`src/hdl/rpoc_pkg.sv`:
```
// Constants, encodings and types of the reset and power-on controller
package rpoc_pkg;

	// Register addresses on the special function register port
	localparam logic [7:0] REG_CAUSE_ADDR = 8'hf8;
	localparam logic [7:0] REG_SWRST_ADDR = 8'hf7;
	localparam logic [7:0] REG_WDCLR_ADDR = 8'h86;

	// Field positions of reset_cause_flags
	localparam int CAUSE_LVD_BIT = 7;
	localparam int CAUSE_WDT_BIT = 6;
	localparam int CAUSE_PIN_BIT = 5;
	localparam int MID_LOW_BIT = 2;
	localparam int HIGH_LOW_BIT = 1;
	// Field position of software_reset_request_bit
	localparam int SWRST_BIT = 0;

	localparam logic [7:0] WDT_CLEAR_KEY = 8'h5a;
	localparam logic [7:0] REG_RESET_VALUE = 8'h00;
	localparam logic [15:0] RESET_VECTOR = 16'h0000;

	// Detect level option codes
	localparam logic [1:0] DETECT_LEVEL_LOWEST = 2'h0;
	localparam logic [1:0] DETECT_LEVEL_MEDIUM = 2'h1;
	localparam logic [1:0] DETECT_LEVEL_HIGH = 2'h2;
	localparam logic [1:0] DETECT_LEVEL_MAXIMUM = 2'h3;

	// Shared pin option codes; the unused code acts as port bit
	localparam logic [1:0] PIN_RESET_DEBOUNCE = 2'h0;
	localparam logic [1:0] PIN_RESET_DIRECT = 2'h1;
	localparam logic [1:0] PIN_PORT_BIT = 2'h2;

	// Watchdog option codes; the unused code acts as disabled
	localparam logic [1:0] WDT_MODE_ALWAYS = 2'h0;
	localparam logic [1:0] WDT_MODE_ENABLE = 2'h1;
	localparam logic [1:0] WDT_MODE_DISABLE = 2'h2;

	// CPU operating mode codes
	localparam logic [1:0] CPU_NORMAL = 2'h0;
	localparam logic [1:0] CPU_IDLE = 2'h1;
	localparam logic [1:0] CPU_STOP = 2'h2;

	// Counts and times
	localparam int WDT_OVERFLOW_TICKS = 256;
	localparam int HOSC_WARMUP_PERIODS = 2048;
	localparam int ILRC_WARMUP_PERIODS = 5;
	localparam int SW_HOLD_CYCLES = 4;
	localparam int REF_CLK_MHZ = 200;
	localparam int POWER_STAB_US = 4600;
	localparam int DEBOUNCE_US = 8000;
	localparam int POWER_STAB_CYCLES = POWER_STAB_US * REF_CLK_MHZ;
	localparam int DEBOUNCE_CYCLES = DEBOUNCE_US * REF_CLK_MHZ;

	// Synchronised inputs: pin, 1.8, 2.4, 3.3 detectors, slow osc, fast osc
	localparam int SYNC_W = 6;
	localparam logic [SYNC_W-1:0] SYNC_RESET = 6'h20;

	typedef enum logic [2:0] {
		ST_HOLD, ST_POWER, ST_HOSC, ST_ILRC, ST_SOFT, ST_RUN
	} rpoc_state_t;

endpackage : rpoc_pkg

```
`src/hdl/rpoc_ctrl.sv`:
```
// Reset and power-on controller: cause merging, power-on sequence, watchdog
`timescale 1ns/1ps

module rpoc_ctrl
	import rpoc_pkg::*;
#(
	parameter int POWER_CYCLES = POWER_STAB_CYCLES,
	parameter int DEBOUNCE_LOW_CYCLES = DEBOUNCE_CYCLES
) (
	input wire logic ref_clk,
	input wire logic rstn,
	input wire logic reset_pin_n,
	input wire logic vdd_below_1v8,
	input wire logic vdd_below_2v4,
	input wire logic vdd_below_3v3,
	input wire logic ilrc_clk,
	input wire logic hosc_clk,
	input wire logic [1:0] detect_level,
	input wire logic [1:0] pin_mode,
	input wire logic [1:0] wdt_mode,
	input wire logic [1:0] wdt_prescale,
	input wire logic [2:0] clock_source_cfg,
	input wire logic [1:0] cpu_mode,
	input wire logic sfr_wr,
	input wire logic sfr_rd,
	input wire logic [7:0] sfr_addr,
	input wire logic [7:0] sfr_wdata,
	output logic [7:0] sfr_rdata,
	output logic sys_reset_n,
	output logic [15:0] reset_vector,
	output logic osc_enable,
	output logic [2:0] clock_source_sel,
	output logic shared_reset_port_bit
);

	////////////////////////////////////////////////////////////////////////
	// Decoding functions

	function automatic logic [5:0] wdt_divisor(input logic [1:0] sel);
		wdt_divisor = 6'h04 << sel;
	endfunction : wdt_divisor

	function automatic logic lvd_trip(input logic [1:0] lvl, input logic b18,
		input logic b24, input logic b33);
		unique case (lvl)
			DETECT_LEVEL_LOWEST: lvd_trip = b18;
			DETECT_LEVEL_MEDIUM: lvd_trip = b18;
			DETECT_LEVEL_HIGH: lvd_trip = b24;
			default: lvd_trip = b33;
		endcase
	endfunction : lvd_trip

	////////////////////////////////////////////////////////////////////////
	// Input synchronisers

	logic [SYNC_W-1:0] async_in;
	logic [SYNC_W-1:0] sync1;
	logic [SYNC_W-1:0] sync2;
	logic [1:0] osc_prev;

	assign async_in = {reset_pin_n, vdd_below_1v8, vdd_below_2v4, vdd_below_3v3,
		ilrc_clk, hosc_clk};

	genvar gi;
	generate
		for (gi = 0; gi < SYNC_W; gi++) begin : g_sync
			always_ff @(posedge ref_clk or negedge rstn) begin
				if (!rstn) begin
					sync1[gi] <= SYNC_RESET[gi];
					sync2[gi] <= SYNC_RESET[gi];
				end else begin
					sync1[gi] <= async_in[gi];
					sync2[gi] <= sync1[gi];
				end
			end
		end
	endgenerate

	// Edge detection reads only the second stage
	always_ff @(posedge ref_clk or negedge rstn) begin
		if (!rstn) begin
			osc_prev <= 2'h0;
		end else begin
			osc_prev <= sync2[1:0];
		end
	end

	logic pin_high;
	logic below_1v8;
	logic below_2v4;
	logic below_3v3;
	logic ilrc_rise;
	logic hosc_rise;

	assign pin_high = sync2[5];
	assign below_1v8 = sync2[4];
	assign below_2v4 = sync2[3];
	assign below_3v3 = sync2[2];
	assign ilrc_rise = sync2[1] & ~osc_prev[1];
	assign hosc_rise = sync2[0] & ~osc_prev[0];

	////////////////////////////////////////////////////////////////////////
	// Register port decode

	logic wr_cause;
	logic wr_swrst;
	logic wr_wdclr;
	logic wdt_clear;

	assign wr_cause = sfr_wr && (sfr_addr == REG_CAUSE_ADDR);
	assign wr_swrst = sfr_wr && (sfr_addr == REG_SWRST_ADDR);
	assign wr_wdclr = sfr_wr && (sfr_addr == REG_WDCLR_ADDR);
	assign wdt_clear = wr_wdclr && (sfr_wdata == WDT_CLEAR_KEY);

	////////////////////////////////////////////////////////////////////////
	// Voltage detection

	logic lvd_reset;
	logic next_mid_low;
	logic next_high_low;
	logic mid_voltage_low_flag;
	logic high_voltage_low_flag;

	assign lvd_reset = lvd_trip(detect_level, below_1v8, below_2v4, below_3v3);
	assign next_mid_low = (detect_level == DETECT_LEVEL_MEDIUM) && below_2v4;
	assign next_high_low = (detect_level == DETECT_LEVEL_HIGH) && below_3v3;

	always_ff @(posedge ref_clk or negedge rstn) begin
		if (!rstn) begin
			mid_voltage_low_flag <= 1'b0;
			high_voltage_low_flag <= 1'b0;
		end else begin
			mid_voltage_low_flag <= next_mid_low;
			high_voltage_low_flag <= next_high_low;
		end
	end

	////////////////////////////////////////////////////////////////////////
	// Shared reset pin

	localparam logic [23:0] DEB_LAST = 24'(DEBOUNCE_LOW_CYCLES);

	logic [23:0] deb_cnt;
	logic deb_mode;
	logic direct_mode;
	logic pin_reset;

	assign deb_mode = (pin_mode == PIN_RESET_DEBOUNCE);
	assign direct_mode = (pin_mode == PIN_RESET_DIRECT);

	always_ff @(posedge ref_clk or negedge rstn) begin
		if (!rstn) begin
			deb_cnt <= 24'h000000;
		end else if (pin_high || !deb_mode) begin
			deb_cnt <= 24'h000000;
		end else if (deb_cnt != DEB_LAST) begin
			deb_cnt <= deb_cnt + 24'h000001;
		end
	end

	assign pin_reset = (direct_mode && !pin_high) || (deb_mode && deb_cnt == DEB_LAST);

	always_ff @(posedge ref_clk or negedge rstn) begin
		if (!rstn) begin
			shared_reset_port_bit <= 1'b0;
		end else begin
			shared_reset_port_bit <= !deb_mode && !direct_mode && pin_high;
		end
	end

	////////////////////////////////////////////////////////////////////////
	// Watchdog

	rpoc_state_t state;
	rpoc_state_t next_state;
	logic [5:0] pre_cnt;
	logic [7:0] wdt_cnt;
	logic [5:0] pre_last;
	logic wdt_run;
	logic wdt_tick;
	logic wdt_fire;

	assign pre_last = wdt_divisor(wdt_prescale) - 6'h01;
	assign wdt_run = (state == ST_RUN) && ((wdt_mode == WDT_MODE_ALWAYS)
		|| (wdt_mode == WDT_MODE_ENABLE && cpu_mode == CPU_NORMAL));
	assign wdt_tick = wdt_run && ilrc_rise && (pre_cnt == pre_last) && !wdt_clear;

	always_ff @(posedge ref_clk or negedge rstn) begin
		if (!rstn) begin
			pre_cnt <= 6'h00;
		end else if (state != ST_RUN || wdt_clear) begin
			pre_cnt <= 6'h00;
		end else if (wdt_run && ilrc_rise) begin
			pre_cnt <= (pre_cnt == pre_last) ? 6'h00 : pre_cnt + 6'h01;
		end
	end

	always_ff @(posedge ref_clk or negedge rstn) begin
		if (!rstn) begin
			wdt_cnt <= 8'h00;
		end else if (state != ST_RUN || wdt_clear) begin
			wdt_cnt <= 8'h00;
		end else if (wdt_tick) begin
			wdt_cnt <= wdt_cnt + 8'h01;
		end
	end

	always_ff @(posedge ref_clk or negedge rstn) begin
		if (!rstn) begin
			wdt_fire <= 1'b0;
		end else begin
			wdt_fire <= wdt_tick && (wdt_cnt == 8'(WDT_OVERFLOW_TICKS - 1));
		end
	end

	////////////////////////////////////////////////////////////////////////
	// Software reset request

	logic sw_armed;
	logic sw_fire;
	logic sw_set;

	assign sw_set = wr_swrst && sfr_wdata[SWRST_BIT];
	assign sw_fire = sw_set && sw_armed && (state == ST_RUN);

	always_ff @(posedge ref_clk or negedge rstn) begin
		if (!rstn) begin
			sw_armed <= 1'b0;
		end else if (state != ST_RUN || sw_fire) begin
			sw_armed <= 1'b0;
		end else if (sfr_wr) begin
			sw_armed <= sw_set;
		end
	end

	////////////////////////////////////////////////////////////////////////
	// Reset sequencer

	localparam logic [23:0] POWER_LAST = 24'(POWER_CYCLES - 1);
	localparam logic [23:0] HOSC_LAST = 24'(HOSC_WARMUP_PERIODS - 1);
	localparam logic [23:0] ILRC_LAST = 24'(ILRC_WARMUP_PERIODS - 1);
	localparam logic [23:0] SOFT_LAST = 24'(SW_HOLD_CYCLES - 1);

	logic [23:0] stage_cnt;
	logic [23:0] stage_last;
	logic stage_event;
	logic stage_done;
	logic hw_level;
	logic hw_cause;

	assign hw_level = lvd_reset || pin_reset;
	assign hw_cause = hw_level || wdt_fire;

	assign stage_event = (state == ST_POWER) || (state == ST_SOFT)
		|| (state == ST_HOSC && hosc_rise) || (state == ST_ILRC && ilrc_rise);
	assign stage_last = (state == ST_POWER) ? POWER_LAST :
		(state == ST_HOSC) ? HOSC_LAST :
		(state == ST_ILRC) ? ILRC_LAST : SOFT_LAST;
	assign stage_done = stage_event && (stage_cnt == stage_last);

	always_comb begin
		next_state = state;
		unique case (state)
			ST_HOLD: if (!hw_level) next_state = ST_POWER;
			ST_POWER: if (stage_done) next_state = ST_HOSC;
			ST_HOSC: if (stage_done) next_state = ST_ILRC;
			ST_ILRC: if (stage_done) next_state = ST_RUN;
			ST_SOFT: if (stage_done) next_state = ST_RUN;
			ST_RUN: if (sw_fire) next_state = ST_SOFT;
		endcase
		if (hw_cause) begin
			next_state = ST_HOLD;
		end
	end

	always_ff @(posedge ref_clk or negedge rstn) begin
		if (!rstn) begin
			state <= ST_POWER;
		end else begin
			state <= next_state;
		end
	end

	// Counter restarts on every stage change
	always_ff @(posedge ref_clk or negedge rstn) begin
		if (!rstn) begin
			stage_cnt <= 24'h000000;
		end else if (next_state != state) begin
			stage_cnt <= 24'h000000;
		end else if (stage_event) begin
			stage_cnt <= stage_cnt + 24'h000001;
		end
	end

	always_ff @(posedge ref_clk or negedge rstn) begin
		if (!rstn) begin
			sys_reset_n <= 1'b0;
			reset_vector <= RESET_VECTOR;
		end else begin
			sys_reset_n <= (next_state == ST_RUN);
			reset_vector <= RESET_VECTOR;
		end
	end

	always_ff @(posedge ref_clk or negedge rstn) begin
		if (!rstn) begin
			osc_enable <= 1'b0;
			clock_source_sel <= 3'h0;
		end else begin
			osc_enable <= (next_state != ST_HOLD) && (next_state != ST_POWER);
			if (state == ST_POWER && next_state == ST_HOSC) begin
				clock_source_sel <= clock_source_cfg;
			end
		end
	end

	////////////////////////////////////////////////////////////////////////
	// Cause flags and read port

	logic [2:0] cause_flags;
	logic [2:0] new_cause;
	logic fresh_cause;

	assign new_cause = {lvd_reset, wdt_fire, pin_reset};
	// A cause in run or software reset replaces the old record; during hardware reset they merge
	assign fresh_cause = hw_cause && (state == ST_RUN || state == ST_SOFT);

	always_ff @(posedge ref_clk or negedge rstn) begin
		if (!rstn) begin
			cause_flags <= 3'h0;
		end else if (fresh_cause) begin
			cause_flags <= new_cause;
		end else begin
			cause_flags <= cause_flags | new_cause;
		end
	end

	logic [7:0] cause_word;
	logic [7:0] swrst_word;
	logic [7:0] read_word;

	always_comb begin
		cause_word = REG_RESET_VALUE;
		cause_word[CAUSE_LVD_BIT] = cause_flags[2];
		cause_word[CAUSE_WDT_BIT] = cause_flags[1];
		cause_word[CAUSE_PIN_BIT] = cause_flags[0];
		cause_word[MID_LOW_BIT] = mid_voltage_low_flag;
		cause_word[HIGH_LOW_BIT] = high_voltage_low_flag;
		swrst_word = REG_RESET_VALUE;
		swrst_word[SWRST_BIT] = sw_armed;
	end

	// Clear register and unmapped addresses read as zero
	assign read_word = (sfr_addr == REG_CAUSE_ADDR) ? cause_word :
		(sfr_addr == REG_SWRST_ADDR) ? swrst_word : REG_RESET_VALUE;

	always_ff @(posedge ref_clk or negedge rstn) begin
		if (!rstn) begin
			sfr_rdata <= REG_RESET_VALUE;
		end else if (sfr_rd) begin
			sfr_rdata <= read_word;
		end
	end

	// Writes to the read-only cause register have no effect
	logic unused_wr;
	assign unused_wr = wr_cause;

endmodule : rpoc_ctrl

```
`config.mk`:
```
export PLATFORM = sky130hd
export DESIGN_NAME = rpoc_ctrl
export DESIGN_NICKNAME = d
export VERILOG_FILES = /design/src/hdl/rpoc_pkg.sv /design/src/hdl/rpoc_ctrl.sv
export SDC_FILE = /design/constraint.sdc
export NUM_CORES = 1
export LEC_CHECK = 0
export ABC_AREA = 1
export BUFFER_PORTS_ARGS = -buffer_cell sky130_fd_sc_hd__buf_2
export CAP_MARGIN = 0
export CELL_PAD_IN_SITES_DETAIL_PLACEMENT = 1
export CELL_PAD_IN_SITES_GLOBAL_PLACEMENT = 1
export CORE_MARGIN = 2
export CORE_UTILIZATION = 35
export CTS_BUF_LIST = sky130_fd_sc_hd__clkbuf_8
export DETAILED_ROUTE_END_ITERATION = 8
export PLACE_DENSITY = 0.76
export SYNTH_ARGS = -nofsm -noshare
export SYNTH_HDL_FRONTEND = slang
export SYNTH_SLANG_ARGS = --single-unit
export TNS_END_PERCENT = 1
```
`constraint.sdc`:
```
create_clock -name ref_clk -period 1.9 [get_ports ref_clk]
set_input_delay 0.095 -clock ref_clk [delete_from_list [all_inputs] [get_ports ref_clk]]
set_output_delay 0.095 -clock ref_clk [all_outputs]
set_load 0.02 [all_outputs]
```
---- Word level (Yosys, flattened, before mapping) ----
Cells that the tools add are included.
word-level totals
  register bits ........................... 100
  word-level logic and storage cells ...... 139
  bits of input ports ..................... 39
  output and inout bits ................... 30
cells by class
  bitwise gates (word level) .............. 5
  shift-type cells ........................ 1
  multiplexer cells ....................... 25
  add/sub/neg operators ................... 5
  reduce and logical (&&, ||, !) cells .... 52
  equality and inequality tests ........... 23
operator list
  cell                                                      count
  two-way mux 24 bit                                        4
  adder 24 x 1 -> 24 bit (second input constant)            2
  equality test 8 bit (second input constant)               4
  equality test 24 x 20 -> 1 bit                            1
  equality test 24 x 21 -> 1 bit (second input constant)    1
  logical AND 1 bit                                         24
  two-way mux 3 bit                                         8
  two-way mux 8 bit                                         3
  inequality test 24 x 21 -> 1 bit (second input constant)  1
  two-way mux 20 bit                                        1
  two-way mux 6 bit                                         3
  one-hot mux 3 bit (5 select lines)                        1
  logical OR 1 bit                                          11
  two-way mux 11 bit                                        1
  nonzero test 2 bit                                        5
  equality test 3 x 2 -> 1 bit (second input constant)      3
  equality test 3 bit (second input constant)               3
  adder 8 x 1 -> 8 bit (second input constant)              1
  equality test 8 x 7 -> 1 bit (second input constant)      1
  logical NOT 2 bit                                         4
  adder 6 x 1 -> 6 bit (second input constant)              1
  equality test 2 x 1 -> 1 bit (second input constant)      3
  equality test 6 bit                                       1
  left shift 3 x 2 -> 6 bit (first input constant)          1
  other kinds (15)                                          23

---- Depth between registers and ports, before layout ----
Gate-level depths: netlist of run 1.
  word-level depth ........................ 11
  depth in mapped cells ................... 19
  gate-level depth less buffers ........... 17

---- Worst setup path before layout of run 1 ----
No wires, ideal clock.
  path type ............................... register -> register
  start point ............................. register state[0]
  end point ............................... register stage_cnt[18]
  path buffers ............................ 1
  stages on the path, launching flop included .. 17
  arrival time ............................ 1.851 ns
  data required time ...................... 1.778 ns
  path slack .............................. -0.074 ns
  cell sequence ........................... dfstp_2 > nand2_1 > nor2_2 > nand2_1 > o21ai_1 > nand2_1 > nor2_2 > nand3_2 > nand2_1 > nand3_2 > nand2_1 > nand2_1 > nand2_2 > nor2_4 > nand2_4 > buf_6 > nor2_2
on the way
  word-level cells in the longest chain between the ends .. 11
  elaborated cells between the ends (all ways) .. 28
  classes of those cells .................. eq/ne: 7; mux: 11; reduce/logical: 10
RTL lines
  what                                                             RTL line                                              RTL
  start, declared                                                  rpoc_ctrl.sv:174                                      rpoc_state_t state;
  start signal, assigned                                           rpoc_ctrl.sv:280                                      state <= next_state;
  equality test 3 x 2 -> 1 bit                                     rpoc_ctrl.sv:255, rpoc_ctrl.sv:258, rpoc_ctrl.sv:263
  two-way mux 3 bit                                                rpoc_ctrl.sv:258                                      (state == ST_ILRC) ? ILRC_LAST : SOFT_LAST;
  two-way mux 11 bit                                               rpoc_ctrl.sv:257                                      (state == ST_HOSC) ? HOSC_LAST :
  two-way mux 20 bit                                               rpoc_ctrl.sv:256                                      assign stage_last = (state == ST_POWER) ? POWER_LAST :
  equality test 24 x 20 -> 1 bit                                   rpoc_ctrl.sv:259                                      assign stage_done = stage_event && (stage_cnt == stage_last);
  logical AND 1 bit                                                rpoc_ctrl.sv:259
  two-way mux 3 bit, on equally long branches                      n/a
  one-hot mux 3 bit (5 select lines)                               rpoc_ctrl.sv:263                                      unique case (state)
  two-way mux 3 bit                                                rpoc_ctrl.sv:271                                      if (hw_cause) begin
  inequality test 3 bit                                            rpoc_ctrl.sv:288                                      end else if (next_state != state) begin
  two-way mux 24 bit / nonzero test 2 bit (equally long branches)  n/a
  end signal, assigned                                             rpoc_ctrl.sv:291                                      stage_cnt <= stage_cnt + 24'h000001;
  end, declared                                                    rpoc_ctrl.sv:244                                      logic [23:0] stage_cnt;
Parallel ways exist; a longest one is shown, timed or not.
A chain may end at the register's enable or synchronous reset.

---- Final worst setup path of run 1 ----
  start point ............................. register state[0]
  end point ............................... register stage_cnt[9]
The elaborated chain is that of the path after synthesis.

==> results of run 1 <==
## sequential cells by signal, indices dropped and copies added, names as in the netlist, 2 cells and up
register	flops
cause_flags	3
clock_source_sel	3
deb_cnt	24
osc_prev	2
pre_cnt	6
sfr_rdata	6
stage_cnt	24
state	3
sync1	6
sync2	2
wdt_cnt	8
## final timing paths
kind,startpoint,end,slack [ns]
setup / recovery,state[0],stage_cnt[9],-0.40
hold / removal,sfr_wdata[0],sw_armed,0.04
setup reg to reg,state[0],stage_cnt[9],-0.40
hold reg to reg,sync1[3],below_2v4,0.36
max in group asynchronous,rstn,sync1[5],0.94
min in group asynchronous,rstn,sfr_rdata[6],0.22
## per-layer routing
layer / vias to the layer above / routed length, um
li1: 2558 / -
met1: 2591 / 6850
met2: 91 / 8680
met3: 33 / 510
met4: 0 / 400
met5: - / 0
## area by class of cell
class                   count  share of cell area (%)
inverters                 105                    5.52
well taps                 188                    3.21
clock inverters             6                   0.923
flip-flops and latches     98                    33.6
multi-input cells         480                    36.5
repair buffers            188                    18.6
clock buffers               9                    1.69
## power groups by stage
| stage | sequential [mW] | combinational [mW] | clock (mW) |
|---|---|---|---|
| 2_1_floorplan | 2.37 | 1.37 | 0 |
| 3_3_place_gp | 2.35 | 1.94 | 0 |
| 3_5_place_dp | 2.36 | 2.04 | 0 |
| 4_1_cts | 2.33 | 2.63 | 1.43 |
| 5_1_grt | 2.36 | 3.13 | 1.50 |
| 6_report | 2.35 | 2.92 | 1.37 |
## synth_stat cells, types with 6 or more instances
library cell	number
nand4_1	19
nor2_2	27
nand2_1	134
nor3_1	24
a21oi_1	25
inv_1	103
nor4_1	6
nand3_2	6
xor2_1	16
o21ai_0	42
nand3_1	51
dfrtp_1	95
nor2_1	73
buf_4	20
## critical path: cells and delay by family, from the launching register on
family	cells	cell delay, ns
and+or+nand+nor	13	1.32
buffers and inverters	2	0.25
DFF	1	0.66
## placed cells by master (no fill, tap or decap), drive strengths merged
| master | instances |
|---|---|
| buf | 172 |
| nand2 | 141 |
| inv | 105 |
| nor2 | 101 |
| dfrtp | 95 |
| nand3 | 57 |
| o21ai | 43 |
| a21oi | 26 |
| nor3 | 24 |
| nand4 | 20 |
| conb | 18 |
| xor2 | 16 |
| dlygate4sd3 | 16 |
| clkbuf | 9 |
| nor4 | 6 |
| ha | 5 |
| xnor2 | 4 |
| or2 | 3 |
| o21a | 3 |
| a211oi | 3 |
| dfstp | 3 |
| clkinv | 3 |
| o22ai | 2 |
| clkinvlp | 2 |
| nand3b | 1 |
| a22oi | 1 |
| o221ai | 1 |
| or3 | 1 |
| mux2i | 1 |
| o31ai | 1 |
| nor3b | 1 |
| a31oi | 1 |
| bufinv | 1 |
## what timing repair did
item,CTS,global route
pin swaps,12,17
resized for setup,31,48
gates cloned,3,0
buffers inserted,6,3
endpoints found under the hold margin,50,0
endpoints found under the setup margin,44,56
hold buffers,16,0
## cells by family (layout without fill, tap and decap cells)
kind of cell | after synthesis | count (layout)
XOR/XNOR | 20 | 20
buffers and inverters | 130 | 308
multiplexers | 1 | 1
AND/OR/NAND/NOR | 352 | 355
AO/OA/AOI/OAI | 81 | 81
flip-flops | 98 | 98
other | 1 | 18
adder cells (fa/ha/maj) | 5 | 5
## per-stage QoR
step | setup slack (ns) | power, mW | setup TNS (ns) | instances
6_report | -0.399 | 6.64 | -11.39 | 1074
5_1_grt | -0.538 | 7.00 | -18.09 | 1074
4_1_cts | -0.322 | 6.38 | -8.73 | 1071
3_5_place_dp | -0.443 | 4.40 | -12.36 | 1031
3_3_place_gp | -0.281 | 4.29 | -6.98 | 1031
2_1_floorplan | -0.0502 | 3.74 | -0.960 | 705
==> reports/results.ini, run 1 <==
[run_status]
status = finished with violations
violations = setup timing

[grt]
use_met3_pct = 3.67
grt-busiest-layer = met2
grt.overflow.total = 0
use_met1_pct = 22.8
grt_pass1_vias = 5782
antenna_found_initial = 0
use_met2_pct = 38.2
grt_pass1_wl_um = 26900
grt_max_degree = 42
grt_use_total_pct = 20.5

[sta]
min_period_ns = 2.30
setup_viol = 44
clock-skew-final_ns = 0.0108
maxClockFrequency_ghz = 0.435
tightest_slew_ns = 0.607
hold_ws_ns = 0.0399
setup_ws_ns = -0.399
hold_viol = 0
fin_crit_sh_pct = 121
rsz0062_at_grt = true
relSlewSlack_pct = 59.5
drv_slew = 0

[power]
peakVddDrop_v = 0.000530
leakagePower_nw = 3.49
power.switching_mw = 2.72
p_int_mw = 3.92
pwr-share-clk_pct = 20.6
power_per_cell_area_nw_per_um2 = 907
sequentialPowerShare_pct = 35.4
switching_share_pct = 40.9
combPwrFrac_pct = 44.0

[routing]
antenna_left = 0
viasPerCell = 4.91
drt_iter0_markers = 174
route.vias.total = 5273
drt-pass1-iter-count = 4
post_drt_wl_per_cell_um = 15.3
wl_um = 16400
drc_errors = 0

[clocking]
clkTransAtPathRegs_ns = 0.10
clk_latency_ns = 0.38
h-tree-depth = 3
cts_tree = done
cts.sinks = 98
cts_buffers = 9
clock-root-buffer = clkbuf_8
cts_buffer_depth = 2

[synth]
synth_top_family_by_area = simple AND/OR/NAND/NOR gates
synth_edf_count = 0
synthXorXnorAreaFrac_pct = 3.26
ys_types = 39
synth-simple-area-share_pct = 30.4
yosysSeqAreaShare_pct = 45.8
synthArstFlopShare_pct = 100
synth_top_area_share_pct = 44.3
yosys_warnings = 0
synthAdderAreaFrac_pct = 1.17
synth-main-ff-cell = dfrtp_1
syn_avg_cell_area_um2 = 7.80
ys_ff_latch = 98
syn_inst = 688
ys_top_cells_by_area = dfrtp_1 (44%), nand2_1 (9.4%), inv_1 (7.2%)
synth_compound_area_share_pct = 8.14
syn_area_um2 = 5370
synth_top_area_cell = dfrtp_1
muxShareOfSynthArea_pct = 0.187

[die]
rows = 45
io_pins = 69
start_util_pct = 35.6
dieArea_um2 = 16300
die_w_um = 128
die_h_um = 128
core_region_area_um2 = 15100

[hold_path]
hold_class = in -> reg
hold_depth = 3

[finish]
layout.nets = 926
regArea_um2 = 2460
multi_input_area_um2 = 2670
stdcell_area_um2 = 7320
final_util_pct = 48.5
fillers = 1844
syn2layout_area_growth_pct = 36.4
drive_above_1_share_pct = 33.3
n_antenna_cell = 0

[setup_path]
path_max_fanout = 6
worstSetupStartpointType = register
worst-setup-path-type = reg -> reg
slowest_delay_ns = 0.66
crit_chain = inv_4 -> nand3_1 -> nand3_1 -> nor2_1 -> nor2_2 -> nand3_2 -> nand2_1 -> nand3_2 -> nand2_2 -> nand2_1 -> nand2_2 -> nor2_4 -> buf_12 -> nand2_8 -> nor2_2
arrival_ns = 2.61
cp-end-kind = register
critPathRequiredTime_ns = 2.21
crit_slowest_cell = dfstp_2
r2r.worst_path.cells = 15

[placed_design]
post-dp-hpwl_um = 11600
placed_area_um2 = 6590
port_buffers = 50
routabilityCongestion = 0.872

[job]
max_cap_viol_count = 0

(Power assumes the default switching activity.)
==> inputs of run 2 (changes only) <==
--- a/config.mk
+++ b/config.mk
@@ -14,7 +14,7 @@
 export CORE_UTILIZATION = 35
 export CTS_BUF_LIST = sky130_fd_sc_hd__clkbuf_8
 export DETAILED_ROUTE_END_ITERATION = 8
-export PLACE_DENSITY = 0.76
+export PLACE_DENSITY = 0.73
 export SYNTH_ARGS = -nofsm -noshare
 export SYNTH_HDL_FRONTEND = slang
 export SYNTH_SLANG_ARGS = --single-unit
==> constraint.sdc (replaced) <==
create_clock -name ref_clk -period 2.7 [get_ports ref_clk]
set_input_delay 0.135 -clock ref_clk [delete_from_list [all_inputs] [get_ports ref_clk]]
set_output_delay 0.135 -clock ref_clk [all_outputs]
set_load 0.02 [all_outputs]
==> run 2 against run 1 <==
Against the previous run:
- the run now ends clean
- register-to-register slack improved by 0.67 ns
- sequential cell count did not move
- clock skew fell by 0.0024 ns
- maximum frequency fell by 5.4%
- first-iteration DRC count fell by 4.6%
- critical path depth did not move
- non-clock buffer count fell by 123
- global-route usage fell by 3.3 points
- largest power group is now sequential cells
==> reports/results.ini, run 2 (same netlist as run 1, synthesis figures left out) <==
[run_status]
status = complete, no violations  ; was finished with violations

[routing]
drt-pass1-iter-count = 4  ; unchanged
drt_iter0_markers = 166  ; was 174
antenna_left = 0  ; unchanged
route.vias.total = 4606  ; was 5,273
drc_errors = 0  ; unchanged
post_drt_wl_per_cell_um = 13.8  ; was 15.3 um
wl_um = 13100  ; was 16,400 um
viasPerCell = 4.85  ; was 4.91

[finish]
drive_above_1_share_pct = 15.5  ; was 33.3%
layout.nets = 800  ; was 926
top_regs = deb_cnt (24), stage_cnt (24), wdt_cnt (8)  ; unchanged
n_antenna_cell = 0  ; unchanged
regArea_um2 = 2460  ; about the same
layout_common_cells = nand2_1 (134), inv_1 (103), dfrtp_1 (94), nor2_1 (73), nand3_1 (51)  ; was nand2_1 (125), buf_4 (119), inv_1 (94), dfrtp_1 (93), nor2_1 (51)
multi_input_area_um2 = 2390  ; was 2670 um^2
fillers = 1868  ; was 1,844
syn2layout_area_growth_pct = 14.4  ; was 36.4%
stdcell_count = 949  ; was 1,074
mostFrequentLayoutCell = nand2_1  ; unchanged

[power]
peakVddDrop_v = 0.000364  ; was 0.000530 V
leakagePower_nw = 2.88  ; was 3.49 nW
power_per_cell_area_nw_per_um2 = 647  ; was 907 nW/um^2
finalPower_mw = 3.97  ; was 6.64 mW

[setup_path]
cp_num_cells = 15  ; unchanged
crit_slowest_cell = dfrtp_2  ; was dfstp_2
slowest_delay_ns = 0.50  ; was 0.66 ns
path_max_fanout = 24  ; was 6
worstSetupStartpointType = register  ; unchanged
cp.buffers_inverters = 1  ; was 2
critical-path-top-delay-family = simple AND/OR/NAND/NOR gates  ; unchanged
crit_chain = inv_4 -> nand2_2 -> nor2_1 -> nand3_1 -> nand3_2 -> nand2_1 -> nor2_2 -> nand3_1 -> nand2_1 -> nand3_2 -> nand2_1 -> nand2_1 -> nor2_4 -> nand2_4 -> nor2_2  ; was inv_4 -> nand3_1 -> nand3_1 -> nor2_1 -> nor2_2 -> nand3_2 -> nand2_1 -> nand3_2 -> nand2_2 -> nand2_1 -> nand2_2 -> nor2_4 -> buf_12 -> nand2_8 -> nor2_2
worst-setup-path-type = reg -> reg  ; unchanged
rr_startpoint = state[2]  ; was state[0]
critPathRequiredTime_ns = 3.02  ; was 2.21 ns
r2r-end = stage_cnt[10]  ; was stage_cnt[9]
r2r.worst_path.cells = 15  ; unchanged
cpMostUsedCell = nand2_1
arrival_ns = 2.74  ; was 2.61 ns
worst-r2r-setup-slack_ns = 0.27  ; was -0.40 ns
cp-end-kind = register  ; unchanged

[grt]
grt.overflow.total = 0  ; unchanged
grt_pass1_wl_um = 22800  ; was 26,900 um
grt_use_total_pct = 17.2  ; was 20.5%
grt_max_degree = 56  ; was 42
antenna_found_initial = 0  ; unchanged
grt_pass1_vias = 4906  ; was 5,782

[clocking]
h-tree-depth = 3  ; unchanged
cts_buffer_depth = 2  ; unchanged
clock-root-buffer = clkbuf_8  ; unchanged
cts.sinks = 98  ; unchanged
clkTransAtPathRegs_ns = 0.10  ; about the same
cts_tree = done  ; unchanged
cts_buffers = 9  ; unchanged
clk_latency_ns = 0.39  ; was 0.38 ns

[placed_design]
post-dp-hpwl_um = 9930  ; was 11,600 um
dp_slack_ns = 0.217  ; was -0.443 ns
dp_cells = 920  ; was 1,031
routabilityCongestion = 0.847  ; was 0.872
port_buffers = 50  ; unchanged

[sta]
min_period_ns = 2.43  ; was 2.30 ns
hold_viol = 0  ; unchanged
setup_ws_ns = 0.271  ; was -0.399 ns
setup_viol = 0  ; was 44
drv_slew = 0  ; unchanged
relSlewSlack_pct = 58.8  ; was 59.5%
clock-skew-final_ns = 0.00837  ; was 0.0108 ns
tns_ns = 0  ; was -11.39 ns
fin_crit_sh_pct = 90.0  ; was 121%
hold_ws_ns = 0.0546  ; was 0.0399 ns
maxClockFrequency_ghz = 0.412  ; was 0.435 GHz
rsz0062_at_grt = false  ; was true
tightest_slew_ns = 0.618  ; was 0.607 ns

[die]
rows = 45  ; unchanged
dieArea_um2 = 16300  ; unchanged
core_region_area_um2 = 15100  ; unchanged
die_h_um = 128  ; unchanged
start_util_pct = 35.6  ; unchanged
die_w_um = 128  ; unchanged
io_pins = 69  ; unchanged

[hold_path]
hp-start = sfr_wr  ; was sfr_wdata[0]
hold_depth = 4  ; was 3
min_to = sw_armed  ; unchanged
hold_class = in -> reg  ; unchanged

[job]
max_cap_viol_count = 0  ; unchanged

-- run 2: cell types whose count changed in the layout (fill, tap and decap cells not counted), sizes merged --
cell / delta
clkinv: -1
inv: +2
clkinvlp: -2
buf: -120
dlygate4sd3: -3
bufinv: +2
nand2: -3
-- run 2: area by class of cell --
type	instances	area share, %
Timing Repair Buffer	65	6.68
Tap cell	188	3.83
Multi-Input combinational cell	477	38.9
Sequential cell	98	40.0
Inverter	105	6.50
Clock buffer	9	2.02
Clock inverter	7	2.04
-- run 2: worst min-delay path: cells and delay by family --
family / cells / cell delay [ns]
buf+inv: 2 / 0.16
compound gates: 1 / 0.06
simple gates: 1 / 0.05
-- run 2: what timing repair did --
action / CTS / global route
buffers inserted: 0 / 0
resized for setup: 0 / 2
hold buffers: 13 / 0
hold endpoints to repair: 54 / 0
endpoints found under the setup margin: 0 / 25
-- run 2: layer usage --
metal	wire length (um)	global-route usage (%)	up-vias
li1	-	-	2308
met1	6180	22.0	2220
met2	6350	29.5	64
met3	355	2.80	14
met4	209	6.46	0
met5	0	0	-
-- run 2: metrics by stage --
stage / util, % / instance area [um^2]
after floorplan: - / 5430
after global placement: 38.1 / 5750
after detailed placement: 38.1 / 5750
after CTS: 40.6 / 6130
after global routing: 40.7 / 6140
final: 40.7 / 6140
-- run 2: how the worst max path moves through the flow --
| stage | to | slack, ns | start |
|---|---|---|---|
| after floorplan | stage_cnt[18] | 0.73 | state[0] |
| after global placement | stage_cnt[23] | 0.28 | state[2] |
| after detailed placement | stage_cnt[2] | 0.22 | state[2] |
| after CTS | stage_cnt[10] | 0.20 | state[2] |
| after global routing | stage_cnt[0] | 0.009 | state[0] |
| final | stage_cnt[10] | 0.27 | state[2] |
-- run 2: power by group --
group | internal [mW] | total, mW | switching [mW]
registers | 1.56 | 1.65 | 0.0863
clock network | 0.625 | 1.19 | 0.564
logic | 0.330 | 1.14 | 0.808
total | 2.51 | 3.97 | 1.46
==> inputs of run 3 (changes only) <==
--- a/config.mk
+++ b/config.mk
@@ -6,7 +6,7 @@
 export NUM_CORES = 1
 export LEC_CHECK = 0
 export ABC_AREA = 1
-export BUFFER_PORTS_ARGS = -buffer_cell sky130_fd_sc_hd__buf_2
+export BUFFER_PORTS_ARGS = -buffer_cell sky130_fd_sc_hd__buf_4
 export CAP_MARGIN = 0
 export CELL_PAD_IN_SITES_DETAIL_PLACEMENT = 1
 export CELL_PAD_IN_SITES_GLOBAL_PLACEMENT = 1
==> run 3 against run 2 <==
Against the previous run:
- via count up 0.52%
- largest power group unchanged
- sequential share of layout area fell by 0.51 points
- highest routed layer unchanged
- hold slack got worse by 0.029 ns
- power is 3.5% lower
==> reports/results.ini, run 3 (same netlist as run 1, synthesis figures left out) <==
[run_status]
status = complete, no violations  ; unchanged

[sta]
drv_slew = 0  ; unchanged
fin_crit_sh_pct = 89.8  ; was 90.0%
maxClockFrequency_ghz = 0.412  ; about the same
relSlewSlack_pct = 49.4  ; was 58.8%
hold_viol = 0  ; unchanged
tns_ns = 0  ; unchanged
setup_viol = 0  ; unchanged
min_period_ns = 2.43  ; about the same
clock-skew-final_ns = 0.0122  ; was 0.00837 ns
rsz0062_at_grt = false  ; unchanged
tightest_slew_ns = 0.759  ; was 0.618 ns

[setup_path]
critPathRequiredTime_ns = 2.96  ; was 3.02 ns
arrival_ns = 2.69  ; was 2.74 ns
cp_num_cells = 16  ; was 15
cpMostUsedCell = nand2_1  ; unchanged
path_max_fanout = 24  ; unchanged
worstSetupStartpointType = register  ; unchanged
critical-path-top-delay-family = simple AND/OR/NAND/NOR gates  ; unchanged
slowest_delay_ns = 0.51  ; was 0.50 ns
r2r.worst_path.cells = 16  ; was 15
cp.buffers_inverters = 2  ; was 1
cp-end-kind = register  ; unchanged
crit_chain = inv_4 -> nand3_2 -> nand2_1 -> nand2_1 -> inv_1 -> nand2_1 -> nor2_2 -> nand3_2 -> nand2_1 -> nand2_1 -> nand3_1 -> nand2_1 -> nand2_1 -> nand2_1 -> nand2_4 -> nor2_1  ; was inv_4 -> nand2_2 -> nor2_1 -> nand3_1 -> nand3_2 -> nand2_1 -> nor2_2 -> nand3_1 -> nand2_1 -> nand3_2 -> nand2_1 -> nand2_1 -> nor2_4 -> nand2_4 -> nor2_2
crit_slowest_cell = dfrtp_1  ; was dfrtp_2
worst-setup-path-type = reg -> reg  ; unchanged

[finish]
layout.nets = 801  ; was 800
drive_above_1_share_pct = 15.2  ; was 15.5%
fillers = 1881  ; was 1,868
syn2layout_area_growth_pct = 15.9  ; was 14.4%
mostFrequentLayoutCell = nand2_1  ; unchanged
n_antenna_cell = 0  ; unchanged
layout_common_cells = nand2_1 (134), inv_1 (104), dfrtp_1 (94), nor2_1 (73)  ; was nand2_1 (134), inv_1 (103), dfrtp_1 (94), nor2_1 (73), nand3_1 (51)
top_regs = deb_cnt (24), stage_cnt (24), wdt_cnt (8)  ; unchanged
multi_input_area_um2 = 2380  ; was 2390 um^2
regArea_um2 = 2460  ; unchanged

[job]
max_cap_viol_count = 0  ; unchanged

[routing]
drt_iter0_markers = 142  ; was 166
antenna_left = 0  ; unchanged
route.vias.total = 4630  ; was 4,606
drc_errors = 0  ; unchanged
wl_um = 13200  ; was 13,100 um
viasPerCell = 4.87  ; was 4.85
drt-pass1-iter-count = 4  ; unchanged
post_drt_wl_per_cell_um = 13.9  ; was 13.8 um

[grt]
grt_use_total_pct = 17.3  ; was 17.2%
grt_pass1_wl_um = 22800  ; about the same
grt_pass1_vias = 4842  ; was 4,906
grt.overflow.total = 0  ; unchanged
grt_max_degree = 58  ; was 56
antenna_found_initial = 0  ; unchanged

[die]
die_w_um = 128  ; unchanged
io_pins = 69  ; unchanged
start_util_pct = 35.6  ; unchanged
dieArea_um2 = 16300  ; unchanged
rows = 45  ; unchanged
core_region_area_um2 = 15100  ; unchanged
die_h_um = 128  ; unchanged

[clocking]
h-tree-depth = 3  ; unchanged
clkTransAtPathRegs_ns = 0.10  ; about the same
clk_latency_ns = 0.39  ; about the same
cts_tree = done  ; unchanged
cts.sinks = 98  ; unchanged
cts_buffer_depth = 2  ; unchanged
cts_buffers = 9  ; unchanged
clock-root-buffer = clkbuf_8  ; unchanged

[placed_design]
routabilityCongestion = 0.813  ; was 0.847
post-dp-hpwl_um = 10000  ; was 9930 um
port_buffers = 50  ; unchanged

[power]
power_per_cell_area_nw_per_um2 = 617  ; was 647 nW/um^2
finalPower_mw = 3.83  ; was 3.97 mW
leakagePower_nw = 2.90  ; was 2.88 nW
peakVddDrop_v = 0.000291  ; was 0.000364 V

[hold_path]
hold_depth = 4  ; unchanged
hold_class = in -> reg  ; unchanged

==> run 3: cell types whose count changed in the layout (fill, tap and decap cells not counted), sizes merged <==
cell         previous run  this run
dlygate4sd3            13        14
inv                   107       109
bufinv                  3         1
==> run 3: worst register-to-register path: cells and delay by family, from the launching register on <==
kind                   cells  cell delay (ns)
AND/OR/NAND/NOR           14             1.57
buffers and inverters      2             0.22
flip-flops                 1             0.51
==> run 3: per-layer routing <==
metal	global-route usage (%)	routed length, um
met5	0	0
met4	7.05	243
met1	21.8	5970
met2	29.7	6610
met3	2.88	407
==> run 3: stage by stage <==
stage               setup slack, ns  util [%]  std cells  instance area [um^2]  hold slack, ns
floorplan                     0.726         -        705                  5430          -0.161
global placement              0.344      38.9        920                  5880           0.246
detailed placement            0.265      38.9        920                  5880           0.246
CTS                           0.227      41.2        950                  6220         0.00873
global route                 0.0313      41.2        950                  6220          0.0448
finish                        0.274      41.2        950                  6220          0.0260
==> run 3: final timing paths <==
check,startpoint,endpoint,slack (ns)
max,state[1],stage_cnt[2],0.27
min,sfr_wr,sw_armed,0.03
max reg2reg,state[1],stage_cnt[2],0.27
min reg2reg,sync1[0],sync2[0],0.36
max in group asynchronous,rstn,sync1[5],1.65
min in group asynchronous,rstn,deb_cnt[18],0.34
==> run 3: cell type report <==
cell class | count | share of cell area, %
Sequential cell | 98 | 39.5
Multi-Input combinational cell | 477 | 38.3
Timing Repair Buffer | 66 | 8.73
Inverter | 105 | 6.42
Tap cell | 188 | 3.78
Clock buffer | 9 | 1.99
Clock inverter | 7 | 1.23
==> run 3: what timing repair did <==
| item | CTS | global route |
|---|---|---|
| gates resized for setup | 0 | 1 |
| buffers inserted | 0 | 0 |
| setup endpoints to repair | 0 | 3 |
| hold endpoints to repair | 66 | 0 |
| hold buffers | 14 | 0 |
==> run 3: power by group <==
part	internal (mW)	switching, mW
registers	1.56	0.0906
logic	0.362	0.822
clock network	0.438	0.561
total	2.36	1.47
